## src/include/opslt_pkg.sv

```systemverilog
// Purpose: Shared constants for the periodic priority point and low-speed
//          commit threshold register pair.
// Assumes: Byte addresses inside one controller function's memory space.
// Notes:   Every field position and reset value of the block lives here.

package opslt_pkg;

  // ---------------------------------------------------------------
  // Register bus geometry
  // ---------------------------------------------------------------
  localparam int ADDR_W = 8;
  localparam int DATA_W = 32;
  localparam int BE_W = 4;
  localparam int BYTE_W = 8;

  // ---------------------------------------------------------------
  // Register offsets
  // ---------------------------------------------------------------
  localparam logic [ADDR_W-1:0] OFS_PERIODIC_PRIORITY_POINT = 8'h40;
  localparam logic [ADDR_W-1:0] OFS_LOW_SPEED_COMMIT_THRESHOLD = 8'h44;

  // ---------------------------------------------------------------
  // Field layouts and reset values
  // ---------------------------------------------------------------
  localparam int FRAME_W = 14;
  localparam int PS_W = 14;
  localparam int PS_LSB = 0;
  localparam int LS_W = 12;
  localparam int LS_LSB = 0;
  localparam logic [PS_W-1:0] PS_RESET = 14'h0000;
  localparam logic [LS_W-1:0] LS_RESET = 12'h628;
  localparam logic [FRAME_W-1:0] FRAME_RESET = 14'h0000;
  localparam logic [FRAME_W-1:0] FRAME_ONE = 14'h0001;
  localparam logic [DATA_W-1:0] RDATA_ZERO = 32'h00000000;

endpackage : opslt_pkg

```

## src/hw/opslt_frame_count.sv

```systemverilog
// Purpose: Frame bits-left countdown that both thresholds compare against.
// Assumes: One clk cycle is one bit time; frame length comes from logic on
//          the same clock.
// Notes:   The zero state lasts one bit time, then the frame length reloads.

module opslt_frame_count
  import opslt_pkg::*;
(
  // Clock and reset
  input wire logic clk,
  input wire logic rst,
  // Frame length from the frame length register
  input wire logic [FRAME_W-1:0] frame_length,
  // Countdown state
  output logic [FRAME_W-1:0] frame_bits_left,
  output logic frame_wrap
);

  // ---------------------------------------------------------------
  // Countdown
  // ---------------------------------------------------------------
  logic [FRAME_W-1:0] count_ff;
  logic [FRAME_W-1:0] nxt_count;
  wire at_zero = (count_ff == FRAME_RESET);

  // Decrement each bit time, reload from zero at the next boundary.
  assign nxt_count = at_zero ? frame_length : count_ff - FRAME_ONE;

  always_ff @(posedge clk or posedge rst) begin
    if (rst) begin
      count_ff <= FRAME_RESET;
    end else begin
      count_ff <= nxt_count;
    end
  end

  assign frame_bits_left = count_ff;
  assign frame_wrap = at_zero;

  // ---------------------------------------------------------------
  // Checks
  // ---------------------------------------------------------------
  AST_CNT_DOWN: assert property (@(posedge clk) disable iff (rst)
    (count_ff != FRAME_RESET) |=> (count_ff == $past(count_ff) - FRAME_ONE))
    else $error("Frame countdown did not step down by one.");

  AST_CNT_RELOAD: assert property (@(posedge clk) disable iff (rst)
    (count_ff == FRAME_RESET) |=> (count_ff == $past(frame_length)))
    else $error("Frame countdown did not reload the frame length.");

endmodule : opslt_frame_count

```

## src/hw/opslt_top.sv

```systemverilog
// Purpose: Periodic priority point and low-speed commit threshold registers
//          with the frame-time decisions that they steer.
// Assumes: clk is the bit-time clock; scheduler inputs share that clock.
// Notes:   Reserved bits are dropped on write and read back as zero.
//
// What this block does
// - 14-bit periodic priority field, upper bits reserved.
// - Periodic priority field clears on hardware reset.
// - Periodic lists win once countdown reaches point.
// - Running control or bulk transaction finishes first.
// - Threshold decides low-speed packet commit before frame end.
// - 12-bit threshold, reset 628h, upper bits reserved.
// - Low-speed start only while bits left are at least the threshold.
// - Scheduler logic never alters the threshold.
// - Countdown steps each bit time, reloads after zero.

module opslt_top
  import opslt_pkg::*;
(
  // Clock and reset
  input wire logic clk,
  input wire logic rst,
  // Register access
  input wire logic [ADDR_W-1:0] reg_addr,
  input wire logic reg_wr,
  input wire logic [BE_W-1:0] reg_be,
  input wire logic [DATA_W-1:0] reg_wdata,
  input wire logic reg_rd,
  output logic [DATA_W-1:0] reg_rdata,
  output logic reg_rvalid,
  // Frame timing
  input wire logic [FRAME_W-1:0] frame_length,
  output logic [FRAME_W-1:0] frame_bits_left,
  // Scheduler handshake
  input wire logic ctl_bulk_busy,
  output logic periodic_window,
  output logic periodic_go,
  output logic ctl_bulk_start_ok,
  output logic low_speed_start_ok
);

  // ---------------------------------------------------------------
  // Helpers
  // ---------------------------------------------------------------
  // Merge the enabled byte lanes of a write into the old word.
  function automatic logic [DATA_W-1:0] merge_bytes(
    input logic [DATA_W-1:0] old_word,
    input logic [DATA_W-1:0] new_word,
    input logic [BE_W-1:0] be
  );
    logic [DATA_W-1:0] res;
    res = old_word;
    for (int i = 0; i < BE_W; i++) begin
      if (be[i]) begin
        res[i*BYTE_W +: BYTE_W] = new_word[i*BYTE_W +: BYTE_W];
      end
    end
    return res;
  endfunction : merge_bytes

  // ---------------------------------------------------------------
  // Frame countdown
  // ---------------------------------------------------------------
  logic [FRAME_W-1:0] bits_left;
  logic frame_wrap;

  opslt_frame_count u_frame_count (
    .clk(clk),
    .rst(rst),
    .frame_length(frame_length),
    .frame_bits_left(bits_left),
    .frame_wrap(frame_wrap)
  );

  // ---------------------------------------------------------------
  // Register decode
  // ---------------------------------------------------------------
  logic [PS_W-1:0] prio_point_ff;
  logic [LS_W-1:0] ls_thresh_ff;
  logic [PS_W-1:0] nxt_prio_point;
  logic [LS_W-1:0] nxt_ls_thresh;
  logic [DATA_W-1:0] reg_rdata_ff;
  logic [DATA_W-1:0] nxt_rdata;
  logic reg_rvalid_ff;

  wire sel_ps = (reg_addr == OFS_PERIODIC_PRIORITY_POINT);
  wire sel_ls = (reg_addr == OFS_LOW_SPEED_COMMIT_THRESHOLD);
  wire wr_ps = reg_wr && sel_ps;
  wire wr_ls = reg_wr && sel_ls;

  wire [DATA_W-1:0] ps_word = DATA_W'(prio_point_ff) << PS_LSB;
  wire [DATA_W-1:0] ls_word = DATA_W'(ls_thresh_ff) << LS_LSB;
  wire [DATA_W-1:0] ps_merged = merge_bytes(ps_word, reg_wdata, reg_be);
  wire [DATA_W-1:0] ls_merged = merge_bytes(ls_word, reg_wdata, reg_be);

  // Only the field bits are kept; reserved bits have no storage.
  assign nxt_prio_point = wr_ps ? ps_merged[PS_LSB +: PS_W]
                                : prio_point_ff;
  // Only a register write changes the threshold, never the scheduler.
  assign nxt_ls_thresh = wr_ls ? ls_merged[LS_LSB +: LS_W]
                               : ls_thresh_ff;
  // Unmapped offsets read as zero so probing software sees nothing stray.
  assign nxt_rdata = sel_ps ? ps_word : (sel_ls ? ls_word : RDATA_ZERO);

  always_ff @(posedge clk or posedge rst) begin
    if (rst) begin
      prio_point_ff <= PS_RESET;
      ls_thresh_ff <= LS_RESET;
    end else begin
      prio_point_ff <= nxt_prio_point;
      ls_thresh_ff <= nxt_ls_thresh;
    end
  end

  always_ff @(posedge clk or posedge rst) begin
    if (rst) begin
      reg_rdata_ff <= RDATA_ZERO;
      reg_rvalid_ff <= 1'b0;
    end else begin
      reg_rdata_ff <= reg_rd ? nxt_rdata : RDATA_ZERO;
      reg_rvalid_ff <= reg_rd;
    end
  end

  // ---------------------------------------------------------------
  // Frame-time decisions
  // ---------------------------------------------------------------
  logic window_ff;
  logic go_ff;
  logic cb_ok_ff;
  logic ls_ok_ff;
  logic [FRAME_W-1:0] bits_left_ff;

  wire reached_point = (bits_left <= FRAME_W'(prio_point_ff));
  // The window survives until the countdown wraps into a new frame.
  wire nxt_window = frame_wrap ? 1'b0 : (window_ff | reached_point);
  // Periodic work waits for the running control or bulk transfer.
  wire nxt_go = nxt_window && !ctl_bulk_busy;
  wire nxt_cb_ok = !nxt_window;
  // The packet is at most eight bytes; the threshold covers its length.
  wire nxt_ls_ok = (bits_left >= FRAME_W'(ls_thresh_ff));

  always_ff @(posedge clk or posedge rst) begin
    if (rst) begin
      window_ff <= 1'b0;
      go_ff <= 1'b0;
      cb_ok_ff <= 1'b1;
      ls_ok_ff <= 1'b0;
      bits_left_ff <= FRAME_RESET;
    end else begin
      window_ff <= nxt_window;
      go_ff <= nxt_go;
      cb_ok_ff <= nxt_cb_ok;
      ls_ok_ff <= nxt_ls_ok;
      bits_left_ff <= bits_left;
    end
  end

  // ---------------------------------------------------------------
  // Outputs
  // ---------------------------------------------------------------
  assign reg_rdata = reg_rdata_ff;
  assign reg_rvalid = reg_rvalid_ff;
  assign frame_bits_left = bits_left_ff;
  assign periodic_window = window_ff;
  assign periodic_go = go_ff;
  assign ctl_bulk_start_ok = cb_ok_ff;
  assign low_speed_start_ok = ls_ok_ff;

  // ---------------------------------------------------------------
  // Checks
  // ---------------------------------------------------------------
  AST_PS_READBACK: assert property (@(posedge clk) disable iff (rst)
    (reg_rd && sel_ps && !reg_wr)
      |=> (reg_rdata_ff == {{(DATA_W-PS_W){1'b0}}, $past(prio_point_ff)}))
    else $error("Periodic point read back wrong or reserved bits set.");

  AST_PS_RESET: assert property (@(posedge clk)
    $fell(rst) |-> (prio_point_ff == PS_RESET))
    else $error("Periodic point not cleared by reset.");

  AST_LS_RESET: assert property (@(posedge clk)
    $fell(rst) |-> (ls_thresh_ff == LS_RESET))
    else $error("Low-speed threshold has wrong reset value.");

  AST_LS_HELD: assert property (@(posedge clk) disable iff (rst)
    !(reg_wr && sel_ls) |=> $stable(ls_thresh_ff))
    else $error("Low-speed threshold changed without a write.");

  AST_WINDOW_OPEN: assert property (@(posedge clk) disable iff (rst)
    (reached_point && !frame_wrap)
      |=> window_ff ##1 (window_ff || $past(frame_wrap)))
    else $error("Periodic window did not open at the point.");

  AST_WINDOW_CLOSE: assert property (@(posedge clk) disable iff (rst)
    frame_wrap |=> (!window_ff && cb_ok_ff))
    else $error("Periodic window survived the frame reload.");

  AST_NO_ABORT: assert property (@(posedge clk) disable iff (rst)
    ctl_bulk_busy |=> !go_ff)
    else $error("Periodic work started over a running transfer.");

  AST_GO_EXCL: assert property (@(posedge clk) disable iff (rst)
    go_ff |-> (window_ff && !cb_ok_ff))
    else $error("Periodic go outside the periodic window.");

  AST_LS_GATE: assert property (@(posedge clk) disable iff (rst)
    ##1 (ls_ok_ff == ($past(bits_left) >= FRAME_W'($past(ls_thresh_ff)))))
    else $error("Low-speed start decision disagrees with threshold.");

  AST_PS_HELD: assert property (@(posedge clk) disable iff (rst)
    !(reg_wr && sel_ps) |=> $stable(prio_point_ff))
    else $error("Periodic point changed without a write.");

  AST_LS_RSVD: assert property (@(posedge clk) disable iff (rst)
    (reg_rd && sel_ls) |=> (reg_rdata_ff[DATA_W-1:LS_W] == '0))
    else $error("Threshold read shows reserved bits set.");

endmodule : opslt_top

```

## config.mk

```make
export PLATFORM = sky130hd
export DESIGN_NAME = opslt_top
export DESIGN_NICKNAME = d
export VERILOG_FILES = /design/src/include/opslt_pkg.sv /design/src/hw/opslt_frame_count.sv /design/src/hw/opslt_top.sv
export SDC_FILE = /design/constraint.sdc
export NUM_CORES = 1
export LEC_CHECK = 0
export ABC_AREA = 1
export ABC_CLOCK_PERIOD_IN_PS = 2600
export BUFFER_PORTS_ARGS = -buffer_cell sky130_fd_sc_hd__buf_4
export CAP_MARGIN = 20
export CORE_MARGIN = 2
export CORE_UTILIZATION = 32
export DETAILED_ROUTE_END_ITERATION = 16
export HOLD_SLACK_MARGIN = 0.15
export PLACE_DENSITY = 0.57
export SLEW_MARGIN = 20
export SYNTH_ARGS = -nofsm -noshare
export SYNTH_HDL_FRONTEND = slang
export SYNTH_SLANG_ARGS = --single-unit
```

## constraint.sdc

```tcl
create_clock -name clk -period 2.6 [get_ports clk]
set_input_delay 0.26 -clock clk [delete_from_list [all_inputs] [get_ports clk]]
set_output_delay 0.26 -clock clk [all_outputs]
set_load 0.02 [all_outputs]
```

==> results of run 1 <==
-- sequential cells by signal, indices dropped and copies added, names as in the netlist, 12 cells and up --
| register | flops |
|---|---|
| frame_bits_left | 14 |
| prio_point_ff | 14 |
| reg_rdata | 14 |
| u_frame_count.frame_bits_left | 14 |
| ls_thresh_ff | 12 |
-- placed cells by master, fill, tap and decap left out --
| cell | synthesis | layout |
|---|---|---|
| nand2_1 | 93 | 93 |
| buf_4 | 18 | 77 |
| dfrtp_1 | 68 | 68 |
| inv_1 | 62 | 61 |
| ha_1 | 27 | 27 |
| o21ai_0 | 25 | 25 |
| nor2_1 | 24 | 24 |
| nand3_1 | 20 | 20 |
| conb_1 | 1 | 18 |
| dlygate4sd3_1 | 0 | 15 |
| a21oi_1 | 12 | 12 |
| clkbuf_16 | 0 | 9 |
| o22ai_1 | 8 | 8 |
| o21ai_2 | 8 | 8 |
| nand4_1 | 6 | 6 |
| xnor2_1 | 5 | 5 |
| clkbuf_1 | 0 | 5 |
| dfstp_2 | 5 | 5 |
| o21ai_1 | 4 | 4 |
| nand3_2 | 3 | 3 |
| nor2_4 | 2 | 2 |
| xor2_1 | 2 | 2 |
| nor3_1 | 2 | 2 |
| o21bai_1 | 1 | 1 |
| nand2_2 | 1 | 1 |
| nor2_2 | 1 | 1 |
| nand2_4 | 1 | 1 |
| inv_4 | 1 | 1 |
| nor3_4 | 1 | 1 |
| o211ai_1 | 1 | 1 |
| nor4_1 | 1 | 1 |
| inv_2 | 0 | 1 |
| nand3_4 | 1 | 1 |
| clkbuf_8 | 0 | 1 |
| clkinv_2 | 0 | 1 |
-- routing by layer --
layer | part of all wire [%] | up-vias | track usage [%]
met1 | 46 | 1327 | 17.5
li1 | - | 1471 | -
met3 | 5.2 | 8 | 3.59
met4 | 1.3 | 0 | 5.43
met2 | 48 | 60 | 22.6
met5 | 0 | - | 0
-- repair_timing --
action                     in CTS  in global routing
gates resized for setup         0                  0
hold endpoints to repair       33                  0
hold buffers                   15                  0
setup endpoints to repair       0                  0
-- logic make-up after synthesis --
group / count (synthesis)
AND/OR/NAND/NOR: 156
buffers and inverters: 86
flip-flops: 73
AO/OA/AOI/OAI: 59
adder cells (fa/ha/maj): 27
XOR/XNOR: 7
other: 1
-- worst max-delay path, delay by kind of cell, from the launching register on --
family                   cells  cell delay [ns]
buffers and inverters        2             0.36
AO/OA/AOI/OAI                1             0.13
AND/OR/NAND/NOR              3             0.42
flip-flops                   1             0.39
adder cells (fa/ha/maj)      1             0.27
-- worst max-delay path by stage --
stage | startpoint | to | cells past startpoint
CTS | u_frame_count.frame_bits_left[0] | u_frame_count.frame_bits_left[7] | 7
global placement | u_frame_count.frame_bits_left[0] | u_frame_count.frame_bits_left[7] | 7
global route | u_frame_count.frame_bits_left[0] | u_frame_count.frame_bits_left[1] | 8
floorplan | rst | frame_bits_left[0] | 1
finish | u_frame_count.frame_bits_left[0] | u_frame_count.frame_bits_left[7] | 7
detailed placement | u_frame_count.frame_bits_left[0] | u_frame_count.frame_bits_left[7] | 7
-- power breakdown --
group / switching (W) / internal (W)
logic: 0.000135 / 0.000102
registers: 0.0000139 / 0.00117
clock network: 0.000430 / 0.000671
-- layout make-up --
| type | count | area (sq um) |
|---|---|---|
| clock buffers | 15 | 258 |
| clock inverters | 1 | 5.00 |
| fillers | 1147 | 6620 |
| inverters | 63 | 239 |
| multi-input cells | 267 | 1510 |
| flip-flops and latches | 73 | 1830 |
| well taps | 143 | 179 |
| repair buffers | 92 | 728 |
-- metrics by stage --
step                      cells  power, W  area (sq um)
final                       654   0.00252          4750
after global routing        654   0.00264          4750
after CTS                   654   0.00255          4750
after detailed placement    623   0.00143          4340
after global placement      623   0.00142          4340
after floorplan             426   0.00134          3760
==> results.toml, run 1 <==
[run_status]
status = "completed"

[worst_hold_path]
worstHoldPathType = "primary input to flip-flop"
hold_path_end = "u_frame_count.frame_bits_left[7]"
hold_start = "frame_length[7]"
hold_depth = 3

[synth]
synth_xor_area_share_pct = 1.66
synth_mux_area_share_pct = 0
syn_area_sq_um = 3700
synth_edf_count = 0
synth_fa_ha_area_share_pct = 9.14
postSynthCellCount = 409
synthTopCellsByCount = "93 x nand2_1, 68 x dfrtp_1, 62 x inv_1, 27 x ha_1, 25 x o21ai_0"
yosysWarningCount = 0
ys_ff_latch = 73
synth.avg_cell_area_sq_um = 9.04
async_reset_ff_share_pct = 100
synth_top_area_share_pct = 46.0
yosys.area.top_type = "dfrtp_1"
yosys.area_share.simple_pct = 19.0
synth.distinct_cells = 31
synth_most_common_cell = "nand2_1"
synth_flop_cell = "dfrtp_1"
synth_seq_area_share_pct = 49.6
synth-compound-area-share_pct = 9.20
synth_top_family_by_area = "simple AND/OR/NAND/NOR gates"
synth_area_leaders = "dfrtp_1 46%, nand2_1 9.4%, ha_1 9.1%"

[grt]
grt_pass1_wl_microns = 13600
antenna_found_initial = 0
gr-total-overflow = 0
grt_max_degree = 27
grt_usage_pct = 13.8
grt_pass1_vias = 2827

[sta]
period_minus_slack_ns = 1.69
max_freq_ghz = 0.591
worst_slack_ns = 0.908
fin_crit_sh_pct = 65.1
hold_viol = 0
finalMaxSlewViolations = 0
fin_skew_ns = 0.00945
rsz0062_at_grt = "no"
hold_ws_ns = 0.171
tns_ns = 0
setup_violations = 0
tightest_slew_ns = 0.508
relSlewSlack_pct = 66.1

[clock_network]
max-clock-path-buffers = 2
cts_tree = "yes"
post_cts_buffers = 0
cts_root_buffer = "clkbuf_16"
h-tree-depth = 3
cts_buffers = 9
cts_sinks = 73
worst_setup_hold_path_clk_slew_ns = 0.06
clk_latency_ns = 0.33

[power]
power_density_nw_per_um2 = 530
p_leak_nw = 2.28
ir_worst_vdd_uv = 307

[critical_path]
reg2reg_slack_ns = 0.91
r2r-end = "u_frame_count.frame_bits_left[7]"
required_ns = 2.80
rr_startpoint = "u_frame_count.frame_bits_left[0]"
slowest_delay_ns = 0.39
cp_max_fo = 18
path_class = "flip-flop to flip-flop"
crit_chain = "inv_1 -> ha_1 -> nand2_2 -> nor2_4 -> nand2_4 -> inv_4 -> o21ai_0"
reg2reg_depth = 7
crit_path_start_kind = "flip-flop"
crit_path_end_kind = "flip-flop"
slowest_stage = "dfrtp_1"
worstPathArrival_ns = 1.90

[route]
drc = 0
drt_iter0_drc = 129
wl_microns = 8040
vias = 2866
post_drt_wl_per_cell_microns = 12.3
antenna_left = 0
routed_via_density = 4.38
drt-pass1-iter-count = 4

[place]
io_buffers = 75
dpl.hpwl_microns = 6200
place_congestion = 0.831
place_ws_ns = 0.905

[floorplanning]
die-area_sq_um = 12400
placementRows = 39
start_util_pct = 32.5
die_h_microns = 111
core-area_sq_um = 11400
io_pins = 114
die_x_microns = 111

[flow_run]
drv_cap = 0

[cells_and_area]
drive_above_1_share_pct = 22.1
fin_nets = 596
final_core_util_pct = 41.8
area_growth_pct = 28.5
n_antenna_cell = 0
Power figures use the tool's default switching activity.
==> inputs of run 2 (changes only) <==
--- a/config.mk
+++ b/config.mk
@@ -6,14 +6,14 @@
 export NUM_CORES = 1
 export LEC_CHECK = 0
 export ABC_AREA = 1
-export ABC_CLOCK_PERIOD_IN_PS = 2600
+export ABC_CLOCK_PERIOD_IN_PS = 1400
 export BUFFER_PORTS_ARGS = -buffer_cell sky130_fd_sc_hd__buf_4
 export CAP_MARGIN = 20
 export CORE_MARGIN = 2
 export CORE_UTILIZATION = 32
 export DETAILED_ROUTE_END_ITERATION = 16
 export HOLD_SLACK_MARGIN = 0.15
-export PLACE_DENSITY = 0.57
+export PLACE_DENSITY = 0.59
 export SLEW_MARGIN = 20
 export SYNTH_ARGS = -nofsm -noshare
 export SYNTH_HDL_FRONTEND = slang
==> constraint.sdc (replaced) <==
create_clock -name clk -period 1.4 [get_ports clk]
set_input_delay 0.14 -clock clk [delete_from_list [all_inputs] [get_ports clk]]
set_output_delay 0.14 -clock clk [all_outputs]
set_load 0.02 [all_outputs]
==> run 2 against run 1 <==
  * Sequential power is 86% higher
  * Worst hold slack worse by 0.023 ns
  * Critical path type unchanged
  * The run now ends with setup timing left
  * Clock power is 120% higher
  * Via count is 12% higher
  * Clock-buffer cell count is 3 lower
  * Routed wire length is 15% higher
==> results.toml, run 2 (synthesized netlist as in run 1, its figures left out) <==
[grt]
gr-total-overflow = 0
grt_pass1_wl_microns = 15000
grt_usage_pct = 15.0
antenna_found_initial = 0
grt_max_degree = 74
grt_pass1_vias = 3287

[route]
routed_via_density = 4.44
antenna_left = 0
vias = 3198
post_drt_wl_per_cell_microns = 12.9
wl_microns = 9270
drt_iter0_drc = 127
drt-pass1-iter-count = 5
drc = 0

[floorplanning]
die_h_microns = 111
die_x_microns = 111
io_pins = 114
start_util_pct = 32.5
core-area_sq_um = 11400
die-area_sq_um = 12400
placementRows = 39

[place]
dp.cells = 657
place_congestion = 0.815
dpl.hpwl_microns = 6390
io_buffers = 75

[cells_and_area]
n_antenna_cell = 0
area_growth_pct = 54.7
fill_cells = 1010
instances_no_fill = 720
drive_above_1_share_pct = 38.6
most-common-layout-cells = "120 x buf_4, 84 x nand2_1, 62 x dfrtp_1"
multi_input_area_sq_um = 1820
layout_commonest_cell = "buf_4"
fin_nets = 662
final_core_util_pct = 50.3
seqCellArea_sq_um = 1840

[sta]
worst_slack_ns = -0.0777
fin_skew_ns = 0.0108
setup_violations = 17
finalMaxSlewViolations = 0
period_minus_slack_ns = 1.48
tns_ns = -0.641
hold_viol = 0
max_freq_ghz = 0.677
rsz0062_at_grt = "yes"
fin_crit_sh_pct = 106

[critical_path]
cp_max_fo = 6
required_ns = 1.67
crit_path_start_kind = "flip-flop"
crit_path_end_kind = "flip-flop"
worstPathArrival_ns = 1.75
path_class = "flip-flop to flip-flop"

[power]
p_total_w = 0.00513
intPower_w = 0.00394
clockPowerShare_pct = 46.7
power_frac_seq_pct = 42.8
ir_worst_vdd_uv = 492
p_leak_nw = 2.65
swShare_pct = 23.2
combinationalPowerShare_pct = 10.5
power_density_nw_per_um2 = 897
netSwitchingPower_w = 0.00119

[clock_network]
cts_sinks = 73
max-clock-path-buffers = 2
h-tree-depth = 3
cts_root_buffer = "clkbuf_16"
clk_latency_ns = 0.34
cts_buffers = 9
worst_setup_hold_path_clk_slew_ns = 0.06
cts_tree = "yes"

[flow_run]
drv_cap = 0

[run_status]
violations = "setup timing"
status = "finished, violations left"

[worst_hold_path]
worstHoldPathType = "primary input to flip-flop"
-- run 2: cell types whose count changed in the layout (fill, tap and decap cells not counted), moves of 5 or more --
cell,previous run,this run
nor2_1,24,14
inv_1,61,52
ha_4,0,16
buf_4,77,120
clkbuf_1,5,0
nand2_1,93,84
nor2_2,1,9
ha_1,27,11
inv_2,1,9
dfrtp_2,0,6
dlygate4sd3_1,15,32
dfrtp_1,68,62
nand2_2,1,6
-- run 2: final timing paths --
kind / slack, ns / endpoint / cells past startpoint / from
worst max-delay path: -0.08 / periodic_go / 9 / u_frame_count.frame_bits_left[4]
worst min-delay path: 0.15 / ls_thresh_ff[10] / 3 / reg_be[1]
worst max register to register: -0.08 / periodic_go / 9 / u_frame_count.frame_bits_left[4]
worst min register to register: 0.49 / prio_point_ff[6] / 2 / prio_point_ff[6]
max in group asynchronous: 0.60 / ls_thresh_ff[9] / 4 / rst
min in group asynchronous: 0.47 / frame_bits_left[9] / 4 / rst
-- run 2: timing repair --
item	4_1_cts	5_1_grt
hold buffers	31	1
pin swaps	15	19
endpoints found under the hold margin	111	1
buffers inserted	7	8
gates resized for setup	36	36
setup endpoints to repair	17	33
gates cloned	0	0
-- run 2: worst max-delay path, stage by stage (launching register included) --
cell and delay, ns:
dfrtp_2 0.47, ha_4 0.30, nand2_4 0.05, nor2_4 0.10, nand3_1 0.09, nor2_2 0.09, nor2_1 0.05, nand2_2 0.08
nand2_2 0.07, nor2_2 0.11
-- run 2: final cells by class --
class                      instances  area share (%)
clock inverter                     4           0.875
clock buffer                      12            4.66
multi-input combinational        267            31.8
sequential                        73            32.2
tap                              143            3.13
inverter                          63            4.33
timing repair buffer             158            23.0
-- run 2: routing by layer --
layer | track usage [%] | vias up | part of all wire (%)
li1 | - | 1601 | -
met1 | 19.0 | 1488 | 46
met2 | 24.4 | 97 | 47
met3 | 4.14 | 12 | 5.4
met4 | 5.84 | 0 | 1.4
met5 | 0 | - | 0
-- run 2: per-stage QoR --
step	setup slack, ns	hold slack, ns	instance area, sq um
2_1_floorplan	0.000447	0.171	3770
3_3_place_gp	-0.117	0.276	4640
5_1_grt	-0.162	0.184	5720
4_1_cts	-0.0570	0.163	5500
3_5_place_dp	-0.139	0.283	4640
6_report	-0.0777	0.148	5720
-- run 2: power by group through the flow --
stage	sequential, W	combinational [W]	clock (W)
floorplan	0.00226	0.000219	0
global placement	0.00223	0.000412	0
detailed placement	0.00223	0.000423	0
CTS	0.00220	0.000510	0.00244
global route	0.00220	0.000592	0.00253
finish	0.00220	0.000538	0.00240
==> inputs of run 3 (changes only) <==
--- a/config.mk
+++ b/config.mk
@@ -5,9 +5,8 @@
 export SDC_FILE = /design/constraint.sdc
 export NUM_CORES = 1
 export LEC_CHECK = 0
-export ABC_AREA = 1
 export ABC_CLOCK_PERIOD_IN_PS = 1400
-export BUFFER_PORTS_ARGS = -buffer_cell sky130_fd_sc_hd__buf_4
+export BUFFER_PORTS_ARGS = -buffer_cell sky130_fd_sc_hd__buf_2
 export CAP_MARGIN = 20
 export CORE_MARGIN = 2
 export CORE_UTILIZATION = 32
==> run 3 against run 2 <==
  * The run still ends with setup timing left
  * Clock-buffer cell count down 1
  * First-iteration DRC count decreased by 62%
  * Global-route usage fell by 0.073 points
  * Fmax shrank 15%
  * Critical endpoint is now u_frame_count.frame_bits_left[9]
  * Cell area decreased by 2.9%
  * Die area fell by 3.1%
==> results.toml, run 3 <==
[clock_network]
cts_sinks = 73
clk_latency_ns = 0.35
cts_buffers = 9
h-tree-depth = 3
max-clock-path-buffers = 2
cts_tree = "yes"
cts_root_buffer = "clkbuf_8"
worst_setup_hold_path_clk_slew_ns = 0.07

[grt]
grt_usage_pct = 14.9
grt_pass1_wl_microns = 13600
gr-total-overflow = 0
grt_pass1_vias = 2839
grt_max_degree = 74
antenna_found_initial = 0

[floorplanning]
io_pins = 114
die_x_microns = 110
die-area_sq_um = 12000
placementRows = 38
start_util_pct = 32.9
core-area_sq_um = 10900
die_h_microns = 110

[cells_and_area]
most-common-layout-cells = "74 x buf_2, 62 x buf_4, 61 x dfrtp_1"
drive_above_1_share_pct = 52.5
area_growth_pct = 55.3
final_core_util_pct = 51.0
n_antenna_cell = 0
layout_commonest_cell = "buf_2"
fill_cells = 962
fin_nets = 578

[sta]
finalMaxSlewViolations = 0
worst_slack_ns = -0.348
fin_crit_sh_pct = 125
fin_skew_ns = 0.00932
setup_violations = 47
period_minus_slack_ns = 1.75
rsz0062_at_grt = "yes"
hold_ws_ns = 0.175
max_freq_ghz = 0.572
hold_viol = 0
tns_ns = -5.15

[synth]
synth.avg_cell_area_sq_um = 11.8
synth_seq_area_share_pct = 51.2
synth_flop_cell = "dfrtp_1"
synth.distinct_cells = 50
synth_most_common_cell = "dfrtp_1"
ys_ff_latch = 73
yosys.area.top_type = "dfrtp_1"
synthTopCellsByCount = "68 x dfrtp_1, 32 x inv_1, 27 x ha_1, 21 x nor2_1, 18 x buf_4"
postSynthCellCount = 302
async_reset_ff_share_pct = 100
synth_edf_count = 0
yosysWarningCount = 0
synth_area_leaders = "dfrtp_1 48%, ha_1 9.4%, mux2_4 5.9%"
syn_area_sq_um = 3580
synth_top_area_share_pct = 47.6

[place]
place_congestion = 0.751
dpl.hpwl_microns = 6210
io_buffers = 75

[critical_path]
crit_path_end_kind = "flip-flop"
slowest_stage = "or4_4"
worstPathArrival_ns = 1.98
crit_path_start_kind = "flip-flop"
required_ns = 1.63
path_class = "flip-flop to flip-flop"
critical_path.top_delay_family = "simple AND/OR/NAND/NOR gates"
cp_max_fo = 4
crit_buf_inv = 1
slowest_delay_ns = 0.54
crit_chain = "buf_4 -> or4_4 -> nor3_4 -> nor3_2 -> a221o_1"

[power]
p_leak_nw = 2.65
power_density_nw_per_um2 = 1230
ir_worst_vdd_uv = 803

[worst_hold_path]
worstHoldPathType = "primary input to flip-flop"

[route]
vias = 2822
post_drt_wl_per_cell_microns = 13.7
antenna_left = 0
drt_iter0_drc = 48
wl_microns = 8690
drc = 0
routed_via_density = 4.46
drt-pass1-iter-count = 4

[run_status]
violations = "setup timing"
status = "finished, violations left"

[flow_run]
drv_cap = 0
==> run 3: final timing paths <==
kind | start | end | slack, ns | cells past startpoint
max in group asynchronous | rst | ls_thresh_ff[10] | 0.61 | 4
min reg2reg | u_frame_count.frame_bits_left[0] | frame_bits_left[0] | 0.53 | 1
max | u_frame_count.frame_bits_left[11] | u_frame_count.frame_bits_left[9] | -0.35 | 5
max reg2reg | u_frame_count.frame_bits_left[11] | u_frame_count.frame_bits_left[9] | -0.35 | 5
min in group asynchronous | rst | frame_bits_left[0] | 0.44 | 4
min | frame_length[12] | u_frame_count.frame_bits_left[12] | 0.17 | 4
==> run 3: per-stage QoR <==
| step | power, W | instances | cell area, sq um | setup slack [ns] |
|---|---|---|---|---|
| finish | 0.00682 | 633 | 5560 | -0.348 |
| global route | 0.00729 | 633 | 5560 | -0.401 |
| CTS | 0.00679 | 628 | 5380 | -0.296 |
| detailed placement | 0.00493 | 575 | 4630 | -0.511 |
| global placement | 0.00485 | 575 | 4630 | -0.491 |
| floorplan | 0.00397 | 319 | 3750 | -0.296 |
==> run 3: worst register-to-register path, cell delays in order (launching register included) <==
cell and delay, ns:
dfrtp_1 0.40, buf_4 0.16, or4_4 0.54, nor3_4 0.22
nor3_2 0.06, a221o_1 0.26
==> run 3: area by class of cell <==
| type | instances | area [sq um] | share of cell area (%) |
|---|---|---|---|
| inverter | 32 | 124 | 2.23 |
| clock inverter | 5 | 55.1 | 0.991 |
| timing repair buffer | 179 | 1330 | 23.9 |
| tap | 140 | 175 | 3.15 |
| sequential | 73 | 1840 | 33.1 |
| clock buffer | 11 | 141 | 2.54 |
| multi-input combinational | 193 | 1890 | 34.0 |
==> run 3: timing repair <==
action                                  CTS  global route
hold buffers                             31             0
setup buffers                             6             4
gates resized for setup                  44            25
gates cloned                              0             1
pin swaps                                12            21
endpoints found under the setup margin   44            56
hold endpoints to repair                111             0
==> run 3: cells by family after synthesis <==
group | after synthesis | synth area share (%)
compound gates | 45 | 9.02
xor+xnor | 7 | 1.71
fa+ha+maj | 27 | 9.44
buf+inv | 53 | 7.52
flops | 73 | 51.2
mux | 26 | 9.65
other cells | 1 | 0.105
simple gates | 70 | 11.3
==> run 3: power breakdown <==
part | leakage, nW | internal [W] | switching (W)
clock network | 0.0953 | 0.000866 | 0.000777
registers | 0.908 | 0.00245 | 0.000328
logic | 1.65 | 0.00123 | 0.00117
total | 2.65 | 0.00454 | 0.00228
==> run 3: routing by layer <==
metal  global-route usage, %  wire [microns]
met4                    6.42             149
met5                       0               0
met2                    23.3            4110
met3                    2.79             357
met1                    20.3            4080
